[src/rtl/erpc_consts.vh]
// Functional notes
// - Per-input sense select, 0 low level, 1 falling edge.
// - Level sense sets flag while input low.
// - Edge sense sets flag on high-to-low change.
// - Flag clears by reading 1, then writing 0.
// - Level sense clears on handling with input high.
// - Edge sense clears once handling is carried out.
// - Flags bits 4..0 accept only 0, reset 0.
// - Enable bits 4..0 gate requests, reset 0.
// - Priority bit 0 low level, 1 high level.
// - Register A maps requests, watchdog, timers 0..2.
// - Register B maps timers 3..4, serial, converter.
`ifndef ERPC_CONSTS_VH
`define ERPC_CONSTS_VH

// Register indices; the byte address is four times the index.
`define ERPC_IDX_SENSE      8'hf4
`define ERPC_IDX_ENABLE     8'hf5
`define ERPC_IDX_PENDING    8'hf6
`define ERPC_IDX_PRIO_A     8'hf8
`define ERPC_IDX_PRIO_B     8'hf9
`define ERPC_IDX_EVT_STAT   8'hfc
`define ERPC_IDX_EVT_CLR    8'hfd
`define ERPC_IDX_EVT_EN     8'hfe

`define ERPC_RST_BYTE       8'h00
`define ERPC_ZERO_WORD      32'h0000_0000
`define ERPC_NIRQ           5
`define ERPC_NSRC           13
`define ERPC_SYNC_IDLE      1'b1

// Source numbers: requests 0..4, watchdog, timers 0..4, serial, converter.
`define ERPC_SRC_WDT        4'h5
`define ERPC_SRC_TMR0       4'h6
`define ERPC_SRC_TMR1       4'h7
`define ERPC_SRC_TMR2       4'h8
`define ERPC_SRC_TMR3       4'h9
`define ERPC_SRC_TMR4       4'ha
`define ERPC_SRC_SER        4'hb
`define ERPC_SRC_CONV       4'hc
`define ERPC_SRC_NONE       4'hf

// Priority bit positions.
`define ERPC_PA_REQ0        7
`define ERPC_PA_REQ1        6
`define ERPC_PA_REQ23       5
`define ERPC_PA_REQ4        4
`define ERPC_PA_WDT         3
`define ERPC_PA_TMR0        2
`define ERPC_PA_TMR1        1
`define ERPC_PA_TMR2        0
`define ERPC_PB_TMR3        7
`define ERPC_PB_TMR4        6
`define ERPC_PB_SER         3
`define ERPC_PB_CONV        1

`endif

[src/rtl/erpc_sync.v]
`include "erpc_consts.vh"
`default_nettype none

// Three-stage synchroniser with a two-stage agreement filter per bit.
module erpc_sync #(
	parameter W = 5
) (
	// Clock and reset
	input  wire         clk_i,
	input  wire         rst_i,
	input  wire         ce_i,
	// Data
	input  wire [W-1:0] async_i,
	output wire [W-1:0] stable_o
);

	genvar g;

	generate
		for (g = 0; g < W; g = g + 1) begin : g_bit
			reg meta;
			reg s2;
			reg s3;
			reg stable;

			// Only the second stage reads the first one.
			always @(posedge clk_i or posedge rst_i) begin
				if (rst_i) begin
					meta   <= `ERPC_SYNC_IDLE;
					s2     <= `ERPC_SYNC_IDLE;
					s3     <= `ERPC_SYNC_IDLE;
					stable <= `ERPC_SYNC_IDLE;
				end else if (ce_i) begin
					meta <= async_i[g];
					s2   <= meta;
					s3   <= s2;
					if (s2 == s3) begin
						stable <= s3;
					end
				end
			end

			assign stable_o[g] = stable;
		end
	endgenerate

endmodule

`default_nettype wire

[src/rtl/erpc_top.v]
`include "erpc_consts.vh"
`default_nettype none

module erpc_top #(
	parameter ADDR_W = 12
) (
	// Clock, reset and clock enable
	input  wire              clk_i,
	input  wire              rst_i,
	input  wire              ce_i,

	// AHB-Lite slave
	input  wire              hsel_i,
	input  wire [ADDR_W-1:0] haddr_i,
	input  wire [1:0]        htrans_i,
	input  wire              hwrite_i,
	input  wire [2:0]        hsize_i,
	input  wire              hready_i,
	input  wire [31:0]       hwdata_i,
	output reg  [31:0]       hrdata_o,
	output wire              hreadyout_o,
	output wire              hresp_o,

	// External request pins
	input  wire [4:0]        ext_req_pin_i,

	// On-chip sources: watchdog, timers 0..4, serial, converter
	input  wire [7:0]        int_src_i,

	// Request presented to the CPU
	output reg               cpu_req_o,
	output reg  [3:0]        cpu_req_src_o,
	output reg               cpu_req_level_o,

	// Exception handling acknowledge from the CPU
	input  wire              cpu_ack_i,
	input  wire [3:0]        cpu_ack_src_i,

	// Event interrupt
	output wire              irq_o
);

	reg  [7:0]  request_sense_select;
	reg  [7:0]  request_enable;
	reg  [4:0]  pending_flag_bit;
	reg  [7:0]  priority_level_a;
	reg  [7:0]  priority_level_b;
	reg  [4:0]  evt_status;
	reg  [4:0]  evt_enable;
	reg  [4:0]  clear_armed;

	reg         wr_pend;
	reg  [7:0]  wr_idx;
	reg         rd_pend;
	reg  [7:0]  rd_idx;

	reg  [4:0]  pin_prev;
	wire [4:0]  pin_level;

	reg  [4:0]  next_pending;
	reg  [4:0]  flag_set;
	reg  [4:0]  flag_clr;
	reg  [4:0]  next_armed;
	reg  [4:0]  next_evt_status;

	reg  [12:0] src_active;
	reg         next_req;
	reg  [3:0]  next_src;
	reg         next_level;
	reg  [3:0]  hi_src;
	reg  [3:0]  lo_src;
	reg         hi_hit;
	reg         lo_hit;
	// Each combinational process owns its own loop index.
	integer     k;
	integer     j;

	wire        addr_phase;
	wire [7:0]  addr_idx;
	wire        wr_pending_reg;
	wire        wr_evt_clr;

	// Priority level of a source, looked up from both priority registers.
	function src_prio;
		input [3:0] src;
		input [7:0] pa;
		input [7:0] pb;
		begin
			case (src)
				4'h0: src_prio = pa[`ERPC_PA_REQ0];
				4'h1: src_prio = pa[`ERPC_PA_REQ1];
				4'h2: src_prio = pa[`ERPC_PA_REQ23];
				4'h3: src_prio = pa[`ERPC_PA_REQ23];
				4'h4: src_prio = pa[`ERPC_PA_REQ4];
				`ERPC_SRC_WDT: src_prio = pa[`ERPC_PA_WDT];
				`ERPC_SRC_TMR0: src_prio = pa[`ERPC_PA_TMR0];
				`ERPC_SRC_TMR1: src_prio = pa[`ERPC_PA_TMR1];
				`ERPC_SRC_TMR2: src_prio = pa[`ERPC_PA_TMR2];
				`ERPC_SRC_TMR3: src_prio = pb[`ERPC_PB_TMR3];
				`ERPC_SRC_TMR4: src_prio = pb[`ERPC_PB_TMR4];
				`ERPC_SRC_SER: src_prio = pb[`ERPC_PB_SER];
				`ERPC_SRC_CONV: src_prio = pb[`ERPC_PB_CONV];
				default: src_prio = 1'b0;
			endcase
		end
	endfunction

	// Read value of one register index.
	function [7:0] reg_read;
		input [7:0] idx;
		input [7:0] sense;
		input [7:0] enable;
		input [4:0] pending;
		input [7:0] pa;
		input [7:0] pb;
		input [4:0] estat;
		input [4:0] een;
		begin
			case (idx)
				`ERPC_IDX_SENSE:    reg_read = sense;
				`ERPC_IDX_ENABLE:   reg_read = enable;
				`ERPC_IDX_PENDING:  reg_read = {3'h0, pending};
				`ERPC_IDX_PRIO_A:   reg_read = pa;
				`ERPC_IDX_PRIO_B:   reg_read = pb;
				`ERPC_IDX_EVT_STAT: reg_read = {3'h0, estat};
				`ERPC_IDX_EVT_EN:   reg_read = {3'h0, een};
				default:            reg_read = `ERPC_RST_BYTE;
			endcase
		end
	endfunction

	// Pins cross into the clock domain before any detection.
	erpc_sync #(
		.W(`ERPC_NIRQ)
	) u_sync (
		.clk_i   (clk_i),
		.rst_i   (rst_i),
		.ce_i    (ce_i),
		.async_i (ext_req_pin_i),
		.stable_o(pin_level)
	);

	// Bus front end. Writes finish with no wait; reads take one wait
	// state so that a write in the preceding data phase is already
	// visible and the read side effect on the flags sees settled state.
	assign addr_phase  = hsel_i & htrans_i[1] & hready_i;
	assign addr_idx    = haddr_i[9:2];
	assign hreadyout_o = ~rd_pend;
	assign hresp_o     = 1'b0;

	always @(posedge clk_i or posedge rst_i) begin
		if (rst_i) begin
			wr_pend <= 1'b0;
			wr_idx  <= `ERPC_RST_BYTE;
			rd_pend <= 1'b0;
			rd_idx  <= `ERPC_RST_BYTE;
		end else if (ce_i) begin
			wr_pend <= addr_phase & hwrite_i;
			rd_pend <= addr_phase & ~hwrite_i;
			if (addr_phase) begin
				wr_idx <= addr_idx;
				rd_idx <= addr_idx;
			end
		end
	end

	always @(posedge clk_i or posedge rst_i) begin
		if (rst_i) begin
			hrdata_o <= `ERPC_ZERO_WORD;
		end else if (ce_i && rd_pend) begin
			hrdata_o <= {24'h000000, reg_read(rd_idx, request_sense_select,
				request_enable, pending_flag_bit, priority_level_a,
				priority_level_b, evt_status, evt_enable)};
		end
	end

	assign wr_pending_reg = wr_pend & (wr_idx == `ERPC_IDX_PENDING);
	assign wr_evt_clr     = wr_pend & (wr_idx == `ERPC_IDX_EVT_CLR);

	// Plain read/write registers.
	always @(posedge clk_i or posedge rst_i) begin
		if (rst_i) begin
			request_sense_select <= `ERPC_RST_BYTE;
			request_enable       <= `ERPC_RST_BYTE;
			priority_level_a     <= `ERPC_RST_BYTE;
			priority_level_b     <= `ERPC_RST_BYTE;
			evt_enable           <= 5'h00;
		end else if (ce_i && wr_pend) begin
			case (wr_idx)
				`ERPC_IDX_SENSE: begin
					request_sense_select <= hwdata_i[7:0];
				end
				`ERPC_IDX_ENABLE: begin
					request_enable <= hwdata_i[7:0];
				end
				`ERPC_IDX_PRIO_A: begin
					priority_level_a <= hwdata_i[7:0];
				end
				`ERPC_IDX_PRIO_B: begin
					priority_level_b <= hwdata_i[7:0];
				end
				`ERPC_IDX_EVT_EN: begin
					evt_enable <= hwdata_i[4:0];
				end
				default: begin
					evt_enable <= evt_enable;
				end
			endcase
		end
	end

	// Pending flags: set terms win over every clear term.
	always @* begin
		flag_set = 5'h00;
		flag_clr = 5'h00;
		for (k = 0; k < `ERPC_NIRQ; k = k + 1) begin
			if (request_sense_select[k]) begin
				// Falling edge of the filtered pin.
				flag_set[k] = pin_prev[k] & ~pin_level[k];
			end else begin
				flag_set[k] = ~pin_level[k];
			end
			if (cpu_ack_i && cpu_ack_src_i == {1'b0, k[2:0]}) begin
				if (request_sense_select[k]) begin
					flag_clr[k] = 1'b1;
				end else begin
					flag_clr[k] = pin_level[k];
				end
			end
			// A written 1 does nothing; a 0 needs an earlier read of 1.
			if (wr_pending_reg && !hwdata_i[k] && clear_armed[k]) begin
				flag_clr[k] = 1'b1;
			end
		end
		next_pending = flag_set | (pending_flag_bit & ~flag_clr);
	end

	// A read arms exactly the bits it saw as 1; a write to the pending register disarms.
	always @* begin
		next_armed = clear_armed & next_pending;
		if (ce_i && rd_pend && rd_idx == `ERPC_IDX_PENDING) begin
			next_armed = pending_flag_bit;
		end else if (wr_pending_reg) begin
			next_armed = 5'h00;
		end
	end

	always @(posedge clk_i or posedge rst_i) begin
		if (rst_i) begin
			pending_flag_bit <= 5'h00;
			clear_armed      <= 5'h00;
			pin_prev         <= {`ERPC_NIRQ{`ERPC_SYNC_IDLE}};
		end else if (ce_i) begin
			pending_flag_bit <= next_pending;
			clear_armed      <= next_armed;
			pin_prev         <= pin_level;
		end
	end

	// Event status: a new flag setting is sticky until cleared by a 1.
	always @* begin
		next_evt_status = evt_status;
		if (wr_evt_clr) begin
			next_evt_status = evt_status & ~hwdata_i[4:0];
		end
		next_evt_status = next_evt_status |
			(next_pending & ~pending_flag_bit);
	end

	always @(posedge clk_i or posedge rst_i) begin
		if (rst_i) begin
			evt_status <= 5'h00;
		end else if (ce_i) begin
			evt_status <= next_evt_status;
		end
	end

	assign irq_o = |(evt_status & evt_enable);

	// Request arbitration across all thirteen sources.
	always @* begin
		src_active = {int_src_i,
			pending_flag_bit & request_enable[4:0]};
		hi_hit = 1'b0;
		lo_hit = 1'b0;
		hi_src = `ERPC_SRC_NONE;
		lo_src = `ERPC_SRC_NONE;
		// Scan from the top so that the lowest number is kept last.
		for (j = `ERPC_NSRC; j > 0; j = j - 1) begin
			if (src_active[j-1]) begin
				if (src_prio(j[3:0] - 4'h1, priority_level_a,
					priority_level_b)) begin
					hi_hit = 1'b1;
					hi_src = j[3:0] - 4'h1;
				end else begin
					lo_hit = 1'b1;
					lo_src = j[3:0] - 4'h1;
				end
			end
		end
		next_req = hi_hit | lo_hit;
		if (hi_hit) begin
			next_src   = hi_src;
			next_level = 1'b1;
		end else begin
			next_src   = lo_src;
			next_level = 1'b0;
		end
	end

	always @(posedge clk_i or posedge rst_i) begin
		if (rst_i) begin
			cpu_req_o       <= 1'b0;
			cpu_req_src_o   <= `ERPC_SRC_NONE;
			cpu_req_level_o <= 1'b0;
		end else if (ce_i) begin
			cpu_req_o       <= next_req;
			cpu_req_src_o   <= next_src;
			cpu_req_level_o <= next_level;
		end
	end

endmodule

`default_nettype wire

[config.mk]
export PLATFORM = sky130hd
export DESIGN_NAME = erpc_top
export DESIGN_NICKNAME = d
export VERILOG_FILES = /design/src/rtl/erpc_sync.v /design/src/rtl/erpc_top.v
export VERILOG_INCLUDE_DIRS = /design/src /design/src/rtl
export SDC_FILE = /design/constraint.sdc
export NUM_CORES = 1
export LEC_CHECK = 0
export BUFFER_PORTS_ARGS = -buffer_cell sky130_fd_sc_hd__buf_4
export CORE_MARGIN = 4
export CORE_UTILIZATION = 35
export DETAILED_ROUTE_END_ITERATION = 7
export MAX_ROUTING_LAYER = met4
export SLEW_MARGIN = 20
export SYNTH_ARGS = -nofsm -noshare
export SYNTH_HDL_FRONTEND = slang
export SYNTH_SLANG_ARGS = --single-unit
[constraint.sdc]
create_clock -name clk_i -period 3.3 [get_ports clk_i]
set_input_delay 0.495 -clock clk_i [delete_from_list [all_inputs] [get_ports clk_i]]
set_output_delay 0.495 -clock clk_i [all_outputs]
set_load 0.05 [all_outputs]
# == Word level (Yosys, flattened, before mapping) ==
# Index checks and enable logic that the tools add are counted.
# Widths: inputs -> output; s select.
# classes
div,0
bitwise,30
n_addsub,0
mul,0
n_reduce_logical,36
n_lt_le_gt_ge,0
eq_ne,17
n_shift,0
mux,143
# op_table
cell,count
$mux 4,49
$mux 1,86
$eq 8x8->1 const B,8
$pmux 8 s7,1
$and 5x5->5,6
$reduce_and 2->1,11
$logic_and 1x1->1,18
$mux 5,3
$not 5->5,3
$and 1x1->1,11
$or 5x5->5,2
$eq 4x2->1 const B,2
$mux 2,4
$not 1->1,7
$eq 1x1->1,5
$logic_not 1->1,5
$reduce_or 5->1,1
$eq 4x1->1 const B,1
$eq 4x3->1 const B,1
$logic_not 4->1,1
$or 1x1->1,1
# totals
inputBits,73
n_memories,0
rom_bits,0
output_inout_bits,41
latch_bits,0
word_cells,262
register_bits,101
ramBits,0

# == Depth between registers and ports, before layout ==
# Gate-level depths: netlist of run 1.
# depth
word_depth,28
ltp_mapped,8
mapped_depth_nobuf,5

# == By module ==
# A second synthesis of run 1 with hierarchy kept.
# hier_totals
cells_unflattened,490
hier_area_um2,5272.6
# by_module_without_submodules
module,seq_area_each_um2,cells_each,area_each_um2,n_inst
erpc_top,2038.2,421,4395.5,1
erpc_sync,525.5,69,877.1,1

# == Worst setup path before layout of run 1 ==
# Ideal clock, no wire load.
# synth_timing
kind,input-to-reg
from,in ce_i
to,reg clear_armed[0]
required_time_ns,3.179
setup_time_ns,0.121
slack_ns,1.507
path_buffers,1
stages,6
arrival_ns,1.672
path_cell_list,buf_2 -> nand2_1 -> nor4_2 -> a21o_1 -> o21ai_0 -> a22o_1
# synth_via
elab_chain_cells,3
# synth_rtl
element,line_no,source
start: declaration,erpc_top.v:10,"input wire ce_i,"
$logic_and 1x1->1,erpc_top.v:241,if (ce_i && rd_pend && rd_idx == `ERPC_IDX_PENDING) begin
$logic_and 1x1->1 (no source line),-,
$mux 5,erpc_top.v:241,
end signal: assignment,erpc_top.v:255,clear_armed <= next_armed;
end: declaration,erpc_top.v:50,reg [4:0] clear_armed;
# Parallel ways exist; a longest one is shown, timed or not.
# A chain may end at the register's enable or synchronous reset.

==> results of run 1 <==
## logic make-up (layout without fill, tap and decap cells)
family | Yosys count | in the layout | share of synthesized area (%)
buffers and inverters | 70 | 105 | 6.99
other | 1 | 25 | 0.0720
muxes | 59 | 59 | 12.9
AOI/OAI and AO/OA | 140 | 140 | 17.9
DFF | 101 | 101 | 49.2
and+or+nand+nor | 124 | 124 | 12.9
## cell type report
type                            instances  area [um2]
Inverter                               25        98.8
Sequential cell                       101        2560
Multi-Input combinational cell        348        2370
Clock buffer                            9         225
Fill cell                            1425        8470
Timing Repair Buffer                   64         480
Tap cell                              184         230
Clock inverter                          7        97.6
## worst max-delay path, stage by stage, from the launching register on
cell,delay [ns]
dfrtp_1,0.51
nor2b_1,0.59
and3b_1,0.58
mux2_2,0.40
## power groups by stage
stage | combinational, mW | sequential, mW | clock, mW
final | 0.504 | 1.54 | 1.14
after global placement | 0.494 | 1.55 | 0
after global routing | 0.562 | 1.56 | 1.24
after CTS | 0.508 | 1.54 | 1.18
after detailed placement | 0.507 | 1.56 | 0
after floorplan | 0.389 | 1.53 | 0
## cell usage in the layout, fill, tap and decap left out, drive strengths merged, types with 6 or more instances in the layout
cell,count
a21oi,23
inv,25
nor2b,8
buf,64
nand2,48
dfstp,29
nor2,15
nand2b,9
a22o,8
nand3,8
dfrtp,72
o21ai,43
clkbuf,9
conb,25
mux2,55
a22oi,16
a32o,6
## metrics by stage
step | power, mW | util (%)
after floorplan | 1.92 | -
after global placement | 2.05 | 39.5
after detailed placement | 2.07 | 39.5
after CTS | 3.22 | 41.7
after global routing | 3.36 | 41.7
final | 3.18 | 41.7
## worst max path at each step
stage                   start                      end  slack, ns  cells after the start
global placement    rd_idx[3]  request_sense_select[6]       1.11                      3
CTS                 rd_idx[3]        request_enable[1]       1.07                      4
floorplan               rst_i           clear_armed[0]       0.21                      1
finish              rd_idx[3]  request_sense_select[7]       1.09                      3
detailed placement  rd_idx[3]        request_enable[7]       1.08                      4
global route        rd_idx[3]        request_enable[6]       0.98                      4
## sequential cells by signal, summed over array words and instances (netlist names), 5 cells and up
register,cells
evt_status,5
u_sync.g_bit.s3,5
request_enable,8
pin_prev,5
priority_level_b,8
u_sync.g_bit.stable,5
u_sync.g_bit.meta,5
clear_armed,5
u_sync.g_bit.s2,5
evt_enable,5
request_sense_select,8
pending_flag_bit,5
hrdata_o,8
priority_level_a,8
rd_idx,8
## layer usage
layer  vias to the layer above  routed length (um)
met3                        12                 724
met1                      1979                5880
met5                         -                   0
li1                       1876                   -
met4                         0                 175
met2                       136                6210
==> out/qor.txt, run 1 <==
status -> completed
Synth cell types -> 61
port bufs -> 56
Async S/R FF share, synth -> 100%
Die Y -> 130 um
fin area -> 0.00607 mm2
Seq/Total Area, Yosys -> 49.2%
synthesized area -> 0.00521 mm2
r2r setup slk -> 1.09 ns
total clock sinks -> 101
startpoint types -> register
Clk pwr share -> 35.9%
RSZ-0062 raised after global routing -> false
HPWL after DPL -> 9580 um
GRT overflow -> 0
Flop pwr share -> 48.3%
Die W -> 130 um
CTS tree -> done
dpl cell area -> 0.00574 mm2
H-tree depth -> 3
final-report max-slew violation count -> 0
I/O Pins -> 114
Crit Path Class -> register to register
core area -> 0.0145 mm2
layout cells sized above 1 -> 30.5%
Clock Latency Late Sink -> 0.35 ns
largest fanout on the critical path -> 10
First-pass DRT Iterations -> 7
global-route wire length before repair -> 21200 um
Slew headroom -> 48.2%
Post-Place Worst Slack -> 1.08 ns
r2r startpoint -> rd_idx[3]
initial detailed-routing violation count -> 339
sw frac -> 28.7%
Cells after DPL -> 722
Post-synth top cells -> 72 x dfrtp_1, 53 x mux2_2, 48 x nand2_1
post-CTS sizing -> 0
NetSw -> 912 uW
#FFs+latches synth -> 101
Post-Syn Instances -> 495
area leader, netlist -> dfrtp_1
worst slew pin tran -> 0.777 ns
setup TNS -> 0 ns
routed wire length -> 13000 um
met3 usage -> 2.33%
Tot GR Track Use -> 16.6%
Final Hold Vio Count -> 0
critical path capture point type -> register
grt met1 use -> 22.3%
via/cell ratio -> 5.42
CTS Buf Count -> 9
full die area -> 0.0169 mm2
top cells by area, synth -> dfrtp_1 35%, dfstp_2 15%, mux2_2 11%
ys flop type -> dfrtp_1
Initial Util -> 35.8%
routed vias -> 4003
Tcrit/Tclk final -> 67.0%
Yosys Warn Count -> 0
clock skew -> 0.0113 ns
final setup vio count -> 0
wire per inst -> 17.6 um
Hold WC Path Type -> primary input to asynchronous set/reset pin
largest net degree at the start of global routing -> 86
hold buffers post-CTS -> 0
# nets final -> 622
Clock Tree Root -> clkbuf_16
post-CTS setup buffers -> 0
Area growth syn-to-layout -> 16.5%
number of remaining DRC errors -> 0
fmax -> 452 MHz
Antenna Violating Nets Remaining -> 0
top-count cell post-synth -> dfrtp_1
Final Worst Setup Slack -> 1.09 ns
non-filler cells, final -> 738
CP arrival -> 2.44 ns
antenna fix cells -> 0
Int Pwr -> 2.27 mW
pwr/cell area -> 525 mW/mm2
hold slack -> 0.289 ns
syn avg cell area -> 10.5 um2
R2R depth -> 3
Lkg Pwr -> 2.70 nW
vias in the first global route -> 3991
minimum clock period -> 2.21 ns
Worst EP required -> 3.53 ns
gpl congestion -> 0.867
layer with the highest usage -> met2
combinational power share -> 15.8%
VDD IR max -> 0.000312 V
initial antenna violation count -> 0
site row count -> 44
EDFF count, synth -> 0
end of the worst register-to-register path -> request_sense_select[7]
met2 Use GR -> 25.8%
Max-Cap Viols -> 0
share of the synthesized area in the top cell type -> 34.6%
Clock Tree Buf Depth -> 2
Clock transition at path regs -> 0.07 ns
No activity file was read; power rests on OpenSTA's default activity.
==> run 2, diff against run 1 <==
==> constraint.sdc (replaced) <==
create_clock -name clk_i -period 2 [get_ports clk_i]
set_input_delay 0.3 -clock clk_i [delete_from_list [all_inputs] [get_ports clk_i]]
set_output_delay 0.3 -clock clk_i [all_outputs]
set_load 0.05 [all_outputs]
==> run 2 against run 1 <==
Clock-buffer cell count up 1. Non-clock buffer count grew 23. Die area is the same. Worst hold slack got worse by 0.23 ns. Routed wire length up 4.0%. Global-route usage rose by 0.77 points. First-iteration DRC count is 19% higher. Core utilization is 1.8 points higher. Final cell count grew 3.1%. Sequential power up 63%. Sequential cell count unchanged. Total power increased by 74%. Critical endpoint is now evt_enable[0].
==> out/qor.txt, run 2 (same netlist as run 1, synthesis figures left out) <==
worst slew pin tran -> 0.687 ns
full die area -> 0.0169 mm2
largest fanout on the critical path -> 6
HPWL after DPL -> 10100 um
vias in the first global route -> 4264
post-CTS setup buffers -> 0
First-pass DRT Iterations -> 7
most frequent cells in the layout -> 83 x buf_4, 72 x dfrtp_1, 53 x mux2_2
layout cells sized above 1 -> 33.3%
Clock Tree Root -> clkbuf_16
Clock Tree Buf Depth -> 2
routed vias -> 4180
via/cell ratio -> 5.49
critical path capture point type -> register
setup TNS -> 0 ns
fmax -> 546 MHz
end of the worst register-to-register path -> evt_enable[0]
Crit Path Class -> register to register
# nets final -> 645
gpl congestion -> 0.935
global-route wire length before repair -> 22100 um
Clock transition at path regs -> 0.07 ns
initial detailed-routing violation count -> 405
crit-path cells -> nand2b_1 > nor2_1 > and3_1 > and2b_1 > mux2_2
commonest non-fill, non-tap cell in the layout -> buf_4
initial antenna violation count -> 0
GRT overflow -> 0
CTS tree -> done
core area -> 0.0145 mm2
CTS Buf Count -> 9
Clock Latency Late Sink -> 0.35 ns
Worst EP required -> 2.24 ns
Die Y -> 130 um
I/O Pins -> 114
Antenna Violating Nets Remaining -> 0
Hold WC Path Type -> primary input to asynchronous set/reset pin
minimum clock period -> 1.83 ns
Tot GR Track Use -> 17.3%
Lkg Pwr -> 2.85 nW
CP max stage delay -> 0.43 ns
final setup vio count -> 0
port bufs -> 56
Post-Place Worst Slack -> 0.196 ns
Slew headroom -> 54.1%
total clock sinks -> 101
pwr/cell area -> 877 mW/mm2
RSZ-0062 raised after global routing -> false
Tcrit/Tclk final -> 91.6%
CP arrival -> 2.07 ns
Die W -> 130 um
largest net degree at the start of global routing -> 38
power after layout -> 5.55 mW
clock skew -> 0.00829 ns
Max-Cap Viols -> 0
r2r setup slk -> 0.17 ns
post-CTS sizing -> 0
Area growth syn-to-layout -> 21.5%
number of remaining DRC errors -> 0
slowest cell on the critical path -> dfrtp_1
Final Worst Setup Slack -> 0.168 ns
r2r startpoint -> rd_idx[0]
startpoint types -> register
wire per inst -> 17.8 um
routed wire length -> 13500 um
status -> completed
Final Hold Vio Count -> 0
R2R depth -> 5
antenna fix cells -> 0
VDD IR max -> 0.000589 V
hold buffers post-CTS -> 0
H-tree depth -> 3
Initial Util -> 35.8%
final-report max-slew violation count -> 0
site row count -> 44
run 2: layout make-up:
type                    count  area (um2)
repair buffers             87         703
multi-input cells         348        2370
well taps                 184         230
clock buffers              10         229
flip-flops and latches    101        2560
fillers                  1391        8210
inverters                  25        97.6
clock inverters             6         134
run 2: worst max-delay path by stage:
stage	startpoint	end	slack, ns
after floorplan	rd_idx[6]	priority_level_b[2]	0.24
after global placement	rd_idx[6]	request_sense_select[0]	0.24
after detailed placement	rd_idx[0]	evt_enable[0]	0.20
after CTS	rd_idx[0]	evt_enable[0]	0.19
after global routing	rd_idx[0]	evt_enable[2]	0.03
final	rd_idx[0]	evt_enable[0]	0.17
run 2: metrics by stage:
stage               hold WS, ns  cell area (um2)  utilization, %  instances
CTS                      0.0801             6330            43.5        761
detailed placement        0.458             5960            41.0        745
global route             0.0953             6330            43.5        761
global placement          0.440             5960            41.0        745
floorplan                 0.404             5300               -        519
finish                   0.0544             6330            43.5        761
run 2: power breakdown:
part / internal, mW / switching [mW] / total [mW]
Clock: 1.35 / 0.769 / 2.12
Combinational: 0.360 / 0.561 / 0.922
Sequential: 2.33 / 0.177 / 2.51
run 2: worst max-delay path, delay by kind of cell (launching register included):
kind | cells | cell delay, ns
AND/OR/NAND/NOR | 4 | 0.92
multiplexers | 1 | 0.37
flip-flops | 1 | 0.43
run 2: layer usage:
metal,track usage (%),routed length [um],vias to the layer above
li1,-,-,1930
met1,23.2,5980,2077
met2,26.7,6420,152
met3,2.95,838,21
met4,6.11,269,0
met5,-,0,-
==> run 3, diff against run 2 <==
--- a/config.mk
+++ b/config.mk
@@ -7,6 +7,7 @@
 export NUM_CORES = 1
 export LEC_CHECK = 0
 export BUFFER_PORTS_ARGS = -buffer_cell sky130_fd_sc_hd__buf_4
+export CORE_ASPECT_RATIO = 1.75
 export CORE_MARGIN = 4
 export CORE_UTILIZATION = 35
 export DETAILED_ROUTE_END_ITERATION = 7
==> constraint.sdc (replaced) <==
create_clock -name clk_i -period 1.55 [get_ports clk_i]
set_input_delay 0.2325 -clock clk_i [delete_from_list [all_inputs] [get_ports clk_i]]
set_output_delay 0.2325 -clock clk_i [all_outputs]
set_load 0.05 [all_outputs]
==> run 3 against run 2 <==
The flow now finishes with violations (negative setup slack). Sequential share of layout area is 5.5 points lower. First-iteration DRC count is 60% lower. Sequential cell count stayed put. Cell area is 16% higher. Via count is 6.3% higher. Die area is 0.46% higher. Setup slack worse by 0.38 ns. Global-route usage is 1.6 points higher. Register-to-register slack worse by 0.38 ns. Core utilization is 7.1 points higher. Largest cell class is now multi-input combinational cells. Highest routed layer unchanged.
==> out/qor.txt, run 3 (same netlist as run 1, synthesis figures left out) <==
Crit Path Class -> register to output port
minimum clock period -> 1.77 ns
Post-Place Worst Slack -> -0.240 ns
Hold Crit Depth -> 2
critical path capture point type -> output port
R2R depth -> 7
full die area -> 0.0170 mm2
via/cell ratio -> 5.37
hold_sp -> hwrite_i
initial antenna violation count -> 0
HPWL after DPL -> 11200 um
failing checks -> negative setup slack
most frequent cells in the layout -> 120 x buf_4, 68 x dfrtp_1, 42 x nand2_1
largest net degree at the start of global routing -> 81
site row count -> 58
layout cells sized above 1 -> 49.3%
Clock Latency Late Sink -> 0.35 ns
wire per inst -> 18.6 um
CTS Buf Count -> 9
Final Hold Vio Count -> 0
total clock sinks -> 101
power after layout -> 7.01 mW
clock skew -> 0.00797 ns
Tot GR Track Use -> 18.9%
CP arrival -> 1.53 ns
# nets final -> 715
core area -> 0.0145 mm2
NetSw -> 2.15 mW
pwr/cell area -> 954 mW/mm2
Worst EP required -> 1.32 ns
Antenna Violating Nets Remaining -> 0
First-pass DRT Iterations -> 4
commonest non-fill, non-tap cell in the layout -> buf_4
Hold WC Path Type -> primary input to register
Int Pwr -> 4.86 mW
Lkg Pwr -> 3.31 nW
Area growth syn-to-layout -> 41.1%
Flop pwr share -> 46.2%
sw frac -> 30.7%
number of remaining DRC errors -> 0
global-route wire length before repair -> 24200 um
port bufs -> 56
Final Worst Setup Slack -> -0.215 ns
Clk pwr share -> 31.3%
I/O Pins -> 114
startpoint types -> register
r2r setup slk -> -0.22 ns
H-tree depth -> 3
largest fanout on the critical path -> 2
final setup vio count -> 61
vias in the first global route -> 4683
fmax -> 567 MHz
Initial Util -> 35.9%
gpl congestion -> 0.868
Util after Layout -> 50.6%
status -> complete, but fails checks
Die Y -> 169 um
routed wire length -> 15400 um
combinational power share -> 22.5%
Hold EP -> rd_pend
Clock transition at path regs -> 0.07 ns
Clock Tree Root -> clkbuf_16
end of the worst register-to-register path -> evt_enable[2]
final-report max-slew violation count -> 0
initial detailed-routing violation count -> 164
Clock Tree Buf Depth -> 2
Max-Cap Viols -> 0
VDD IR max -> 0.000704 V
Die W -> 100 um
antenna fix cells -> 0
RSZ-0062 raised after global routing -> true
CTS tree -> done
r2r startpoint -> rd_idx[4]
Tcrit/Tclk final -> 114%
GRT overflow -> 0
routed vias -> 4445
==> run 3: how the worst max path moves through the flow <==
stage | start | endpoint | slack (ns)
global route | rd_idx[4] | evt_enable[2] | -0.28
global placement | rd_idx[0] | evt_enable[3] | -0.18
CTS | evt_status[4] | irq_o | -0.25
floorplan | rd_idx[7] | priority_level_b[3] | -0.19
detailed placement | rd_idx[0] | evt_enable[2] | -0.24
finish | evt_status[4] | irq_o | -0.22
==> run 3: final cells by class <==
| cell class | instances | area [um2] |
|---|---|---|
| Fill cell | 1352 | 7170 |
| Clock inverter | 5 | 40.0 |
| Inverter | 25 | 97.6 |
| Tap cell | 180 | 225 |
| Clock buffer | 11 | 243 |
| Multi-Input combinational cell | 348 | 2810 |
| Sequential cell | 101 | 2570 |
| Timing Repair Buffer | 157 | 1360 |
==> run 3: metrics by stage <==
stage / setup TNS, ns / hold WS, ns / instances / instance area (um2)
floorplan: -5.42 / 0.336 / 519 / 5330
global placement: -6.82 / 0.346 / 785 / 6320
detailed placement: -8.07 / 0.349 / 785 / 6320
CTS: -8.36 / 0.0633 / 822 / 7200
global route: -13.12 / 0.0703 / 827 / 7350
finish: -7.61 / 0.0680 / 827 / 7350
==> run 3: routing by layer <==
| metal | track usage [%] | vias up | part of all wire [%] | routed length [um] |
|---|---|---|---|---|
| met5 | - | - | 0 | 0 |
| met2 | 33.3 | 123 | 55 | 8440 |
| met1 | 20.4 | 2208 | 37 | 5770 |
| met3 | 3.29 | 45 | 3.9 | 606 |
| li1 | - | 2069 | - | - |
| met4 | 8.39 | 0 | 3.7 | 576 |
==> run 3: critical path, cell delays in order, from the launching register on <==
cell and delay [ns]:
dfrtp_1 0.39, a222oi_1 0.43, nand2_1 0.18, buf_6 0.19
==> run 3: what timing repair did <==
item,4_1_cts,5_1_grt
endpoints found under the hold margin,3,0
hold buffers,1,0
cloned,1,0
resized for setup,119,38
setup endpoints to repair,62,67
pin swaps,41,25
setup buffers,24,11
==> run 3: power groups by stage <==
stage,logic (mW),clock network (mW),registers (mW)
CTS,1.52,2.24,3.24
detailed placement,1.33,0,3.27
global route,1.73,2.37,3.27
floorplan,0.836,0,3.25
global placement,1.31,0,3.25
finish,1.58,2.20,3.23
